**src/prc_pkg.sv**
```systemverilog
package prc_pkg;

  // Register byte offsets inside the block's AHB window.
  localparam logic [11:0] PRC_ADDR_CTRL   = 12'h000;
  localparam logic [11:0] PRC_ADDR_STATUS = 12'h004;

  // Field positions of the performance report control register.
  localparam int PRC_LBO_EN_BIT = 7;
  localparam int PRC_LOS_EN_BIT = 6;
  localparam int PRC_CR_BIT     = 2;
  localparam int PRC_MODE_LSB   = 0;

  // Reset value and writable-bit mask; bits 5:3 are reserved and read zero.
  localparam logic [7:0] PRC_CTRL_RESET = 8'h40;
  localparam logic [7:0] PRC_CTRL_MASK  = 8'hC7;

  // Status register fields.
  localparam int PRC_STAT_CNT_LSB = 8;
  localparam int PRC_STAT_LBO_BIT = 1;
  localparam int PRC_STAT_PER_BIT = 0;

  // Report mode encodings.
  localparam logic [1:0] PRC_MODE_OFF      = 2'h0;
  localparam logic [1:0] PRC_MODE_SINGLE   = 2'h1;
  localparam logic [1:0] PRC_MODE_PERIODIC = 2'h2;
  localparam logic [1:0] PRC_MODE_OFF_ALT  = 2'h3;

  // Timing: nominal T1 frame period and frames per second.
  localparam int PRC_CLK_PERIOD_NS  = 10;
  localparam int PRC_FRAME_TIME_NS  = 125000;
  localparam int PRC_FRAME_CYCLES   = PRC_FRAME_TIME_NS / PRC_CLK_PERIOD_NS;
  localparam int PRC_FRAMES_PER_SEC = 8000;

  // Widths.
  localparam int PRC_SUMMARY_W = 16;
  localparam int PRC_EQ_W      = 5;

  // One outgoing performance report as handed to the LAPD transmitter.
  typedef struct packed {
    logic                     cr;
    logic [PRC_SUMMARY_W-1:0] summary;
  } prc_report_t;

endpackage : prc_pkg

```
**src/prc_buildout.sv**
```systemverilog
module prc_buildout import prc_pkg::*; (
  input  wire logic                hclk,        // System clock.
  input  wire logic                hresetn,     // Asynchronous reset, active low.
  input  wire logic                enable,      // Auto lowering enabled by software.
  input  wire logic                ais_sending, // Transmitter is sending AIS.
  input  wire logic                short_haul,  // Channel is in T1 short haul mode.
  input  wire logic [PRC_EQ_W-1:0] setting_in,  // Configured build-out setting.
  output logic      [PRC_EQ_W-1:0] setting_out, // Build-out setting applied.
  output logic                     lowered      // Reduction currently applied.
);

  logic [PRC_EQ_W-1:0] setting_q, setting_d;
  logic                lowered_q, lowered_d;
  logic                active;

  // Lowering needs all three conditions; setting zero has no lower step.
  always_comb begin
    active    = enable && ais_sending && short_haul;
    setting_d = setting_in;
    lowered_d = 1'b0;
    if (active && (setting_in != '0)) begin
      setting_d = PRC_EQ_W'(setting_in - 5'h01);
      lowered_d = 1'b1;
    end
  end

  // Registered so the line driver never sees a combinational glitch.
  always_ff @(posedge hclk or negedge hresetn) begin
    if (!hresetn) begin
      setting_q <= '0;
      lowered_q <= 1'b0;
    end else begin
      setting_q <= setting_d;
      lowered_q <= lowered_d;
    end
  end

  assign setting_out = setting_q;
  assign lowered     = lowered_q;

  chk_lbo_lowers_one: assert property (@(posedge hclk) disable iff (!hresetn)
    (enable && ais_sending && short_haul && setting_in != '0)
      |=> (setting_out == PRC_EQ_W'($past(setting_in) - 5'h01)) && lowered)
    else $error("build-out not lowered by one setting");

  chk_lbo_no_adjust: assert property (@(posedge hclk) disable iff (!hresetn)
    !(enable && ais_sending && short_haul) |=> (setting_out == $past(setting_in)) && !lowered)
    else $error("build-out adjusted without all conditions");

  cov_lbo_lowered: cover property (@(posedge hclk) disable iff (!hresetn) $rose(lowered));

endmodule : prc_buildout

```
**src/prc_report_gen.sv**
```systemverilog
module prc_report_gen import prc_pkg::*; #(
  parameter int FRAME_CYCLES   = PRC_FRAME_CYCLES,   // Clock cycles per frame.
  parameter int FRAMES_PER_SEC = PRC_FRAMES_PER_SEC  // Frames per report period.
)(
  input  wire logic                 hclk,         // System clock.
  input  wire logic                 hresetn,      // Asynchronous reset, active low.
  input  wire logic [1:0]           mode,         // Automatic report mode.
  input  wire logic                 cr_bit,       // Command/response control bit.
  input  wire logic [PRC_SUMMARY_W-1:0] counter_summary, // Counter summary.
  output logic                      report_valid, // One-cycle report strobe.
  output prc_report_t               report        // Report contents.
);

  localparam int DW = $clog2(FRAME_CYCLES);
  localparam int FW = $clog2(FRAMES_PER_SEC);

  logic [1:0]    mode_prev_q;
  logic [DW-1:0] div_q, div_d;
  logic [FW-1:0] frame_q, frame_d;
  logic          valid_q, valid_d;
  prc_report_t   report_q, report_d;
  logic          frame_en, periodic, fire;

  // Frame divider and frame counter run only in periodic mode, from zero.
  always_comb begin
    periodic = (mode == PRC_MODE_PERIODIC);
    frame_en = (div_q == DW'(FRAME_CYCLES - 1));
    div_d    = '0;
    frame_d  = '0;
    if (periodic) begin
      div_d   = frame_en ? '0 : DW'(div_q + 1'b1);
      frame_d = frame_q;
      if (frame_en) begin
        frame_d = (frame_q == FW'(FRAMES_PER_SEC - 1)) ? '0 : FW'(frame_q + 1'b1);
      end
    end
  end

  // Single reports fire only on the 00 to 01 edge; modes 00 and 11 never fire.
  always_comb begin
    fire = ((mode == PRC_MODE_SINGLE) && (mode_prev_q == PRC_MODE_OFF))
        || (periodic && frame_en && (frame_q == FW'(FRAMES_PER_SEC - 1)));
    valid_d  = fire;
    report_d = report_q;
    if (fire) begin
      report_d.cr      = cr_bit;
      report_d.summary = counter_summary;
    end
  end

  always_ff @(posedge hclk or negedge hresetn) begin
    if (!hresetn) begin
      mode_prev_q <= PRC_MODE_OFF;
      div_q       <= '0;
      frame_q     <= '0;
      valid_q     <= 1'b0;
      report_q    <= '0;
    end else begin
      mode_prev_q <= mode;
      div_q       <= div_d;
      frame_q     <= frame_d;
      valid_q     <= valid_d;
      report_q    <= report_d;
    end
  end

  assign report_valid = valid_q;
  assign report       = report_q;

  chk_single_on_edge: assert property (@(posedge hclk) disable iff (!hresetn)
    (mode == PRC_MODE_SINGLE && mode_prev_q == PRC_MODE_OFF) |=> report_valid)
    else $error("no report on 00 to 01 edge");

  chk_single_once: assert property (@(posedge hclk) disable iff (!hresetn)
    (mode == PRC_MODE_SINGLE && mode_prev_q == PRC_MODE_SINGLE) |=> !report_valid)
    else $error("repeated single report");

  chk_off_silent: assert property (@(posedge hclk) disable iff (!hresetn)
    (mode == PRC_MODE_OFF || mode == PRC_MODE_OFF_ALT) |=> !report_valid)
    else $error("report issued while disabled");

  chk_period_fire: assert property (@(posedge hclk) disable iff (!hresetn)
    (periodic && frame_en && frame_q == FW'(FRAMES_PER_SEC - 1)) |=> report_valid)
    else $error("periodic report missing");

  chk_period_restart: assert property (@(posedge hclk) disable iff (!hresetn)
    !periodic |=> (frame_q == '0) && (div_q == '0))
    else $error("interval count not restarted");

  chk_report_fields: assert property (@(posedge hclk) disable iff (!hresetn)
    report_valid |-> (report.cr == $past(cr_bit)) && (report.summary == $past(counter_summary)))
    else $error("report fields not copied");

  cov_single: cover property (@(posedge hclk) disable iff (!hresetn)
    mode == PRC_MODE_SINGLE ##1 report_valid);
  cov_periodic: cover property (@(posedge hclk) disable iff (!hresetn)
    periodic && report_valid);

endmodule : prc_report_gen

```
**src/prc_top.sv**
```systemverilog
// How it works
// - With auto lowering enabled and AIS being sent, the build-out setting drops one step.
// - The lowering only happens when the channel runs in T1 short haul mode.
// - The loss-of-signal enable bit gates the loss pin, and it resets to 1.
// - Each report carries the command/response control bit as its C/R bit.
// - Each report summarises the current counter status for the LAPD transmitter.
// - Report mode 00 or 11 issues no report.
// - Exactly one report is issued each time the mode goes from 00 to 01.
// - Report mode 10 issues one report every second with no software action.
module prc_top import prc_pkg::*; #(
  parameter int FRAME_CYCLES   = PRC_FRAME_CYCLES,   // Clock cycles per T1 frame.
  parameter int FRAMES_PER_SEC = PRC_FRAMES_PER_SEC  // Frames per report period.
)(
  input  wire logic                 hclk,                      // Clock, 100 MHz.
  input  wire logic                 hresetn,                   // Async reset, active low.
  input  wire logic                 hsel,                      // AHB slave select.
  input  wire logic [31:0]          haddr,                     // AHB address.
  input  wire logic [1:0]           htrans,                    // AHB transfer type.
  input  wire logic                 hwrite,                    // AHB write flag.
  input  wire logic [2:0]           hsize,                     // AHB transfer size.
  input  wire logic [31:0]          hwdata,                    // AHB write data.
  input  wire logic                 hready,                    // AHB bus ready.
  output logic                      hreadyout,                 // Slave ready.
  output logic                      hresp,                     // Slave response.
  output logic [31:0]               hrdata,                    // Read data.
  input  wire logic                 ais_sending,               // Transmitter sends AIS.
  input  wire logic                 short_haul,                // T1 short haul config.
  input  wire logic [PRC_EQ_W-1:0]  equalizer_setting,         // Configured build-out.
  output logic      [PRC_EQ_W-1:0]  equalizer_setting_out,     // Applied build-out.
  input  wire logic                 signal_loss_detect,        // Receive LOS detected.
  output logic                      signal_loss_output_pin_n,  // LOS pin, active low.
  input  wire logic [PRC_SUMMARY_W-1:0] performance_monitor_counters, // Counter summary.
  output logic                      report_valid,              // Report strobe.
  output prc_report_t               report                     // Report for LAPD.
);

  logic [7:0]  performance_report_control_q;
  logic [7:0]  performance_report_control_d;
  logic        wr_pend_q, wr_pend_d;
  logic [11:0] wr_addr_q, wr_addr_d;
  logic [31:0] hrdata_q, hrdata_d;
  logic        hreadyout_q;
  logic        hresp_q;
  logic [7:0]  rpt_cnt_q, rpt_cnt_d;
  logic        los_pin_n_q, los_pin_n_d;
  logic        addr_phase;
  logic        lbo_lowered;
  logic        rpt_valid;
  logic [1:0]  auto_report_mode;
  logic        buildout_auto_lower_enable;
  logic        signal_loss_pin_enable;
  logic        cr_control;

  // Named views of the control fields.
  assign auto_report_mode           = performance_report_control_q[PRC_MODE_LSB +: 2];
  assign buildout_auto_lower_enable = performance_report_control_q[PRC_LBO_EN_BIT];
  assign signal_loss_pin_enable     = performance_report_control_q[PRC_LOS_EN_BIT];
  assign cr_control                 = performance_report_control_q[PRC_CR_BIT];

  // A transfer is taken when selected, ready and NONSEQ or SEQ.
  assign addr_phase = hsel && hready && htrans[1];

  // Writes land in the data phase, the cycle after the address phase.
  always_comb begin
    wr_pend_d = addr_phase && hwrite;
    wr_addr_d = addr_phase ? haddr[11:0] : wr_addr_q;
    performance_report_control_d = performance_report_control_q;
    if (wr_pend_q && (wr_addr_q == PRC_ADDR_CTRL)) begin
      performance_report_control_d = hwdata[7:0] & PRC_CTRL_MASK;
    end
  end

  // Read data is registered at the address-phase edge. The control value is
  // taken from its next-state so a read right behind a write sees the new data.
  always_comb begin
    hrdata_d = hrdata_q;
    if (addr_phase && !hwrite) begin
      unique case (haddr[11:0])
        PRC_ADDR_CTRL: begin
          hrdata_d = {24'h000000, performance_report_control_d};
        end
        PRC_ADDR_STATUS: begin
          hrdata_d = 32'h00000000;
          hrdata_d[PRC_STAT_CNT_LSB +: 8] = rpt_cnt_q;
          hrdata_d[PRC_STAT_LBO_BIT]      = lbo_lowered;
          hrdata_d[PRC_STAT_PER_BIT]      = (auto_report_mode == PRC_MODE_PERIODIC);
        end
        default: begin
          hrdata_d = 32'h00000000;
        end
      endcase
    end
  end

  // Bus state registers; the slave never stalls and always answers OKAY.
  always_ff @(posedge hclk or negedge hresetn) begin
    if (!hresetn) begin
      wr_pend_q   <= 1'b0;
      wr_addr_q   <= 12'h000;
      hrdata_q    <= 32'h00000000;
      hreadyout_q <= 1'b1;
      hresp_q     <= 1'b0;
    end else begin
      wr_pend_q   <= wr_pend_d;
      wr_addr_q   <= wr_addr_d;
      hrdata_q    <= hrdata_d;
      hreadyout_q <= 1'b1;
      hresp_q     <= 1'b0;
    end
  end

  // Control register; the loss pin enable comes out of reset set.
  always_ff @(posedge hclk or negedge hresetn) begin
    if (!hresetn) begin
      performance_report_control_q <= PRC_CTRL_RESET;
    end else begin
      performance_report_control_q <= performance_report_control_d;
    end
  end

  // The pin drives LOS only while enabled, otherwise it rests inactive high.
  // Reports issued are counted for software, wrapping at 255.
  always_comb begin
    los_pin_n_d = !(signal_loss_detect && signal_loss_pin_enable);
    rpt_cnt_d   = rpt_valid ? 8'(rpt_cnt_q + 8'h01) : rpt_cnt_q;
  end

  always_ff @(posedge hclk or negedge hresetn) begin
    if (!hresetn) begin
      los_pin_n_q <= 1'b1;
      rpt_cnt_q   <= 8'h00;
    end else begin
      los_pin_n_q <= los_pin_n_d;
      rpt_cnt_q   <= rpt_cnt_d;
    end
  end

  // Report generation for single and periodic modes.
  prc_report_gen #(
    .FRAME_CYCLES   (FRAME_CYCLES),
    .FRAMES_PER_SEC (FRAMES_PER_SEC)
  ) u_report_gen (
    .hclk         (hclk),
    .hresetn      (hresetn),
    .mode         (auto_report_mode),
    .cr_bit       (cr_control),
    .counter_summary (performance_monitor_counters),
    .report_valid (rpt_valid),
    .report       (report)
  );

  // Build-out reduction while AIS is sent.
  prc_buildout u_buildout (
    .hclk        (hclk),
    .hresetn     (hresetn),
    .enable      (buildout_auto_lower_enable),
    .ais_sending (ais_sending),
    .short_haul  (short_haul),
    .setting_in  (equalizer_setting),
    .setting_out (equalizer_setting_out),
    .lowered     (lbo_lowered)
  );

  assign hreadyout                = hreadyout_q;
  assign hresp                    = hresp_q;
  assign hrdata                   = hrdata_q;
  assign signal_loss_output_pin_n = los_pin_n_q;
  assign report_valid             = rpt_valid;

  chk_los_gated_off: assert property (@(posedge hclk) disable iff (!hresetn)
    !signal_loss_pin_enable |=> signal_loss_output_pin_n)
    else $error("loss pin driven while disabled");

  chk_los_driven: assert property (@(posedge hclk) disable iff (!hresetn)
    (signal_loss_detect && signal_loss_pin_enable) |=> !signal_loss_output_pin_n)
    else $error("loss pin not driven while enabled");

  chk_ctrl_write: assert property (@(posedge hclk) disable iff (!hresetn)
    (addr_phase && hwrite && haddr[11:0] == PRC_ADDR_CTRL)
      ##1 1'b1 |=> performance_report_control_q == ($past(hwdata[7:0]) & PRC_CTRL_MASK))
    else $error("control write not stored");

  chk_ctrl_readback: assert property (@(posedge hclk) disable iff (!hresetn)
    (addr_phase && !hwrite && haddr[11:0] == PRC_ADDR_CTRL)
      |=> hrdata == {24'h000000, performance_report_control_q})
    else $error("control readback wrong");

  chk_bus_okay: assert property (@(posedge hclk) disable iff (!hresetn)
    hreadyout && !hresp)
    else $error("slave stalled or errored");

  chk_count_tracks: assert property (@(posedge hclk) disable iff (!hresetn)
    rpt_valid |=> rpt_cnt_q == 8'($past(rpt_cnt_q) + 8'h01))
    else $error("report count not advanced");

  cov_status_read: cover property (@(posedge hclk) disable iff (!hresetn)
    addr_phase && !hwrite && haddr[11:0] == PRC_ADDR_STATUS);
  cov_los_driven: cover property (@(posedge hclk) disable iff (!hresetn)
    $fell(signal_loss_output_pin_n));

endmodule : prc_top

```
**config.mk**
```make
export PLATFORM = sky130hd
export DESIGN_NAME = prc_top
export DESIGN_NICKNAME = d
export VERILOG_FILES = /design/src/prc_pkg.sv /design/src/prc_buildout.sv /design/src/prc_report_gen.sv /design/src/prc_top.sv
export SDC_FILE = /design/constraint.sdc
export NUM_CORES = 1
export LEC_CHECK = 0
export BUFFER_PORTS_ARGS = -buffer_cell sky130_fd_sc_hd__buf_2
export CAP_MARGIN = 20
export CORE_MARGIN = 1.5
export CORE_UTILIZATION = 50
export DETAILED_ROUTE_END_ITERATION = 8
export GPL_TIMING_DRIVEN = 0
export PLACE_DENSITY = 0.81
export SLEW_MARGIN = 20
export SYNTH_ARGS = -nofsm -noshare
export SYNTH_HDL_FRONTEND = slang
export SYNTH_SLANG_ARGS = --single-unit
```
**constraint.sdc**
```tcl
create_clock -name hclk -period 5.7 [get_ports hclk]
set_clock_uncertainty 0.2 [all_clocks]
set_input_delay 1.71 -clock hclk [delete_from_list [all_inputs] [get_ports hclk]]
set_output_delay 1.71 -clock hclk [all_outputs]
set_load 0.05 [all_outputs]
```
==> out/qor.csv <==
stage,metric,value,unit
synthesis,ys_seq_elements,99,
global_routing,grt_first_pass_wirelength,13940,um
drt,ant_nets,0,
final_layout,fin_cells,571,
placed_design,dp_cells,555,
floorplanning,ioPinCount,156,
drt,routed_wl,8313,um
sta,period_share,0.6275,
power,power.internal,1.073,mW
global_routing,track_usage,0.2056,
synthesis,synth-main-ff-cell,dfrtp_1,
clock_tree,cts_buffer_depth,2,
sta,setup_violations,0,
synthesis,netlist_top_cells_count,"dfrtp_1 (97), mux2_2 (34), nand2_1 (22)",
sta,hold_viol,0,
critical_path,worst-path-max-fanout,10,
global_routing,grt_pass1_vias,2937,
power,comb_power_share,0.228,
job,cap_violations,0,
synthesis,synthDistinctLibCells,42,
critical_path,ff2ff_setup_slack,3.25,ns
critical_path,start_kind,input port,
status,status,"finished, final reports clean",
synthesis,synth_edf_count,0,
clock_tree,cts-buffers-inserted,9,
synthesis,synth_cells,347,
critical_path,critPathMostFrequentCell,nand4b_1,
sta,rsz0062_at_grt,no,
sta,postLayoutSetupSlackWorst,2.123,ns
placed_design,dpl.hpwl,6057,um
synthesis,synthArstFlopShare,1.000,
critical_path,cp.arrival,3.68,ns
floorplanning,die_x,95.02,um
critical_path,crit_start,hwrite,
hold_path,hold-path-cell-count,0,
placed_design,place.gp.congestion,0.7857,
drt,avgViaCountPerCell,5.191,
drt,dr.pass1.iters,4,
clock_tree,cts_resized,0,
critical_path,regToRegEndpoint,u_report_gen.report[16]$_DFFE_PN0P_,
placed_design,port_buffers,86,
sta,fin_crit,3.577,ns
global_routing,grt_max_degree,65,
power,p_switching,0.5608,mW
critical_path,cp_slowest_stage_delay,0.71,ns
clock_tree,cts.sinks,99,
synthesis,seq_area_frac_synth,0.5857,
clock_tree,post_cts_buffers,0,
clock_tree,cts_tree,yes,
clock_tree,path_clk_slew,0.10,ns
synthesis,synth_top_area_cell,dfrtp_1,
final_layout,area_growth,20.04,%
power,swShare,0.3432,
power,powerDensity,321.6,mW/mm^2
clock_tree,htreeDepth,3,
critical_path,cp_slowest_cell,nor2_1,
power,p_leak,2.479,nW
global_routing,grt_overflow_total,0,
critical_path,crit_chain,buf_2 > nand4b_1 > nand4b_1 > nor2_1 > a22o_1 > a21o_1,
floorplanning,start_util,0.5153,
power,seqPwrFrac,0.506,
critical_path,worstPathRequired,5.81,ns
synthesis,ys_top_cells_by_area,"dfrtp_1 (57%), mux2_2 (9.0%), a22o_1 (3.5%), xnor2_1 (3.3%), buf_4 (3.2%)",
critical_path,timing_worst_setup_path_type,input port to flop,
drt,drcViolationCount,0,
sta,drv_slew,0,
synthesis,yosys_warnings,0,
placed_design,pre_cts_slack,1.785,ns
synthesis,netlist.area_leader.share,0.5733,
synthesis,synth.most_common_cell,dfrtp_1,
final_layout,antenna_cells,0,
synthesis,netlist_area,0.004234,mm^2
clock_tree,clockRootBuffer,clkbuf_8,
hold_path,min_from,performance_report_control_q[1]$_DFF_PN0_,
final_layout,drive_gt1_frac,0.3562,
drt,wl_per_cell,14.56,um
synthesis,avgSynthCellArea,12.20,um^2
sta,maxSlewHeadroom,0.3929,
drt,drtIter0Drc,185,
power,peakVddDrop,0.0002219,V
floorplanning,die_h,95.02,um
drt,via_count,2964,
critical_path,worstSetupEndpointType,flop,
sta,tightest_slew,0.9073,ns
critical_path,reg2reg_depth,8,
final_layout,nNetsFinal,563,
global_routing,antenna_found_initial,0,
sta,setup_tns,0,ns
hold_path,holdPathEnd,u_report_gen.mode_prev_q[1]$_DFF_PN0_,
hold_path,hp-class,flop to flop,
floorplanning,rows,33,
power,clockPowerShare,0.266,
floorplanning,core,0.008217,mm^2
critical_path,reg2reg_from,u_report_gen.div_q[0]$_DFF_PN0_,
sta,fmax,279.6,MHz
clock_tree,holdBufCountCts,0,
floorplanning,dieArea,0.009029,mm^2
clock_tree,clock_latency,0.37,ns
layer usage:
| layer | wire (um) | global-route usage | vias to the layer above |
|---|---|---|---|
| li1 | - | - | 1418 |
| met1 | 3610 | 0.2722 | 1444 |
| met2 | 4149 | 0.3333 | 92 |
| met3 | 440 | 0.04944 | 10 |
| met4 | 114 | 0.06965 | 0 |
| met5 | 0 | 0 | - |
final cells by class:
| type | count | area [um^2] |
|---|---|---|
| repair buffers | 87 | 464.2 |
| fillers | 650 | 3134 |
| multi-input cells | 231 | 1620 |
| inverters | 7 | 26.28 |
| clock buffers | 10 | 137.6 |
| flip-flops and latches | 99 | 2480 |
| well taps | 105 | 131.4 |
| clock inverters | 6 | 55.05 |
| plain buffers | 26 | 167.7 |
per-stage QoR:
stage | total power [mW] | hold slack, ns | utilization | cell area (um^2)
2_1_floorplan | 1.110 | 0.1738 | - | 4294
3_3_place_gp | 1.200 | 0.1881 | 0.5910 | 4856
3_5_place_dp | 1.217 | 0.2172 | 0.5951 | 4890
4_1_cts | 1.651 | 0.2476 | 0.6185 | 5082
5_1_grt | 1.712 | 0.2601 | 0.6185 | 5082
6_report | 1.634 | 0.2446 | 0.6185 | 5082
power groups by stage:
stage	sequential, mW	clock, mW	combinational [mW]
2_1_floorplan	0.986	0	0.124
3_3_place_gp	0.835	0	0.365
3_5_place_dp	0.841	0	0.377
4_1_cts	0.828	0.447	0.376
5_1_grt	0.837	0.475	0.399
6_report	0.827	0.434	0.373
cells in the final DEF, fill, tap and decap left out, drive strengths merged, types with 10 or more instances in the layout:
cell type | netlist | layout
nor2 | 20 | 20
dfrtp | 97 | 97
conb | 2 | 18
o21ai | 11 | 11
xnor2 | 16 | 16
nand2 | 22 | 22
inv | 7 | 10
mux2 | 34 | 34
clkbuf | 6 | 16
buf | 20 | 107
a22o | 17 | 17
sequential cells by signal (all words and copies together), names as in the netlist:
name	cells
performance_report_control_q	8
u_buildout.setting_out	5
wr_addr_q	12
rpt_cnt_q	8
hrdata	16
u_report_gen.report_valid	1
u_report_gen.mode_prev_q	2
signal_loss_output_pin_n	1
u_report_gen.frame_q	13
u_buildout.lowered	1
u_report_gen.div_q	14
u_report_gen.report	17
wr_pend_q	1
logic make-up (layout without fill, tap and decap cells):
| kind of cell | after synthesis | count (layout) | share of synthesized area |
|---|---|---|---|
| compound gates | 48 | 48 | 0.07860 |
| xor+xnor | 23 | 23 | 0.04758 |
| flops | 99 | 99 | 0.5857 |
| other cells | 2 | 18 | 0.001774 |
| simple gates | 103 | 103 | 0.1359 |
| mux | 35 | 35 | 0.09279 |
| fa+ha+maj | 4 | 4 | 0.01182 |
| buf+inv | 33 | 136 | 0.04580 |
how the worst max path moves through the flow:
stage                     cells after the start                                  end  slack [ns]
after global routing                          6                hrdata[0]$_DFFE_PN0P_        2.02
after detailed placement                      6                hrdata[1]$_DFFE_PN0P_        1.79
after global placement                        1  u_buildout.setting_out[1]$_DFF_PN0_        1.79
after CTS                                     6                hrdata[0]$_DFFE_PN0P_        2.16
after floorplan                               5                hrdata[0]$_DFFE_PN0P_        2.56
final                                         6                hrdata[0]$_DFFE_PN0P_        2.12
critical path, delay by kind of cell:
kind	cells	cell delay (ns)
AOI/OAI and AO/OA	2	0.32
buffers and inverters	1	0.10
and+or+nand+nor	3	1.55
No activity file was read; power rests on OpenSTA's default activity.
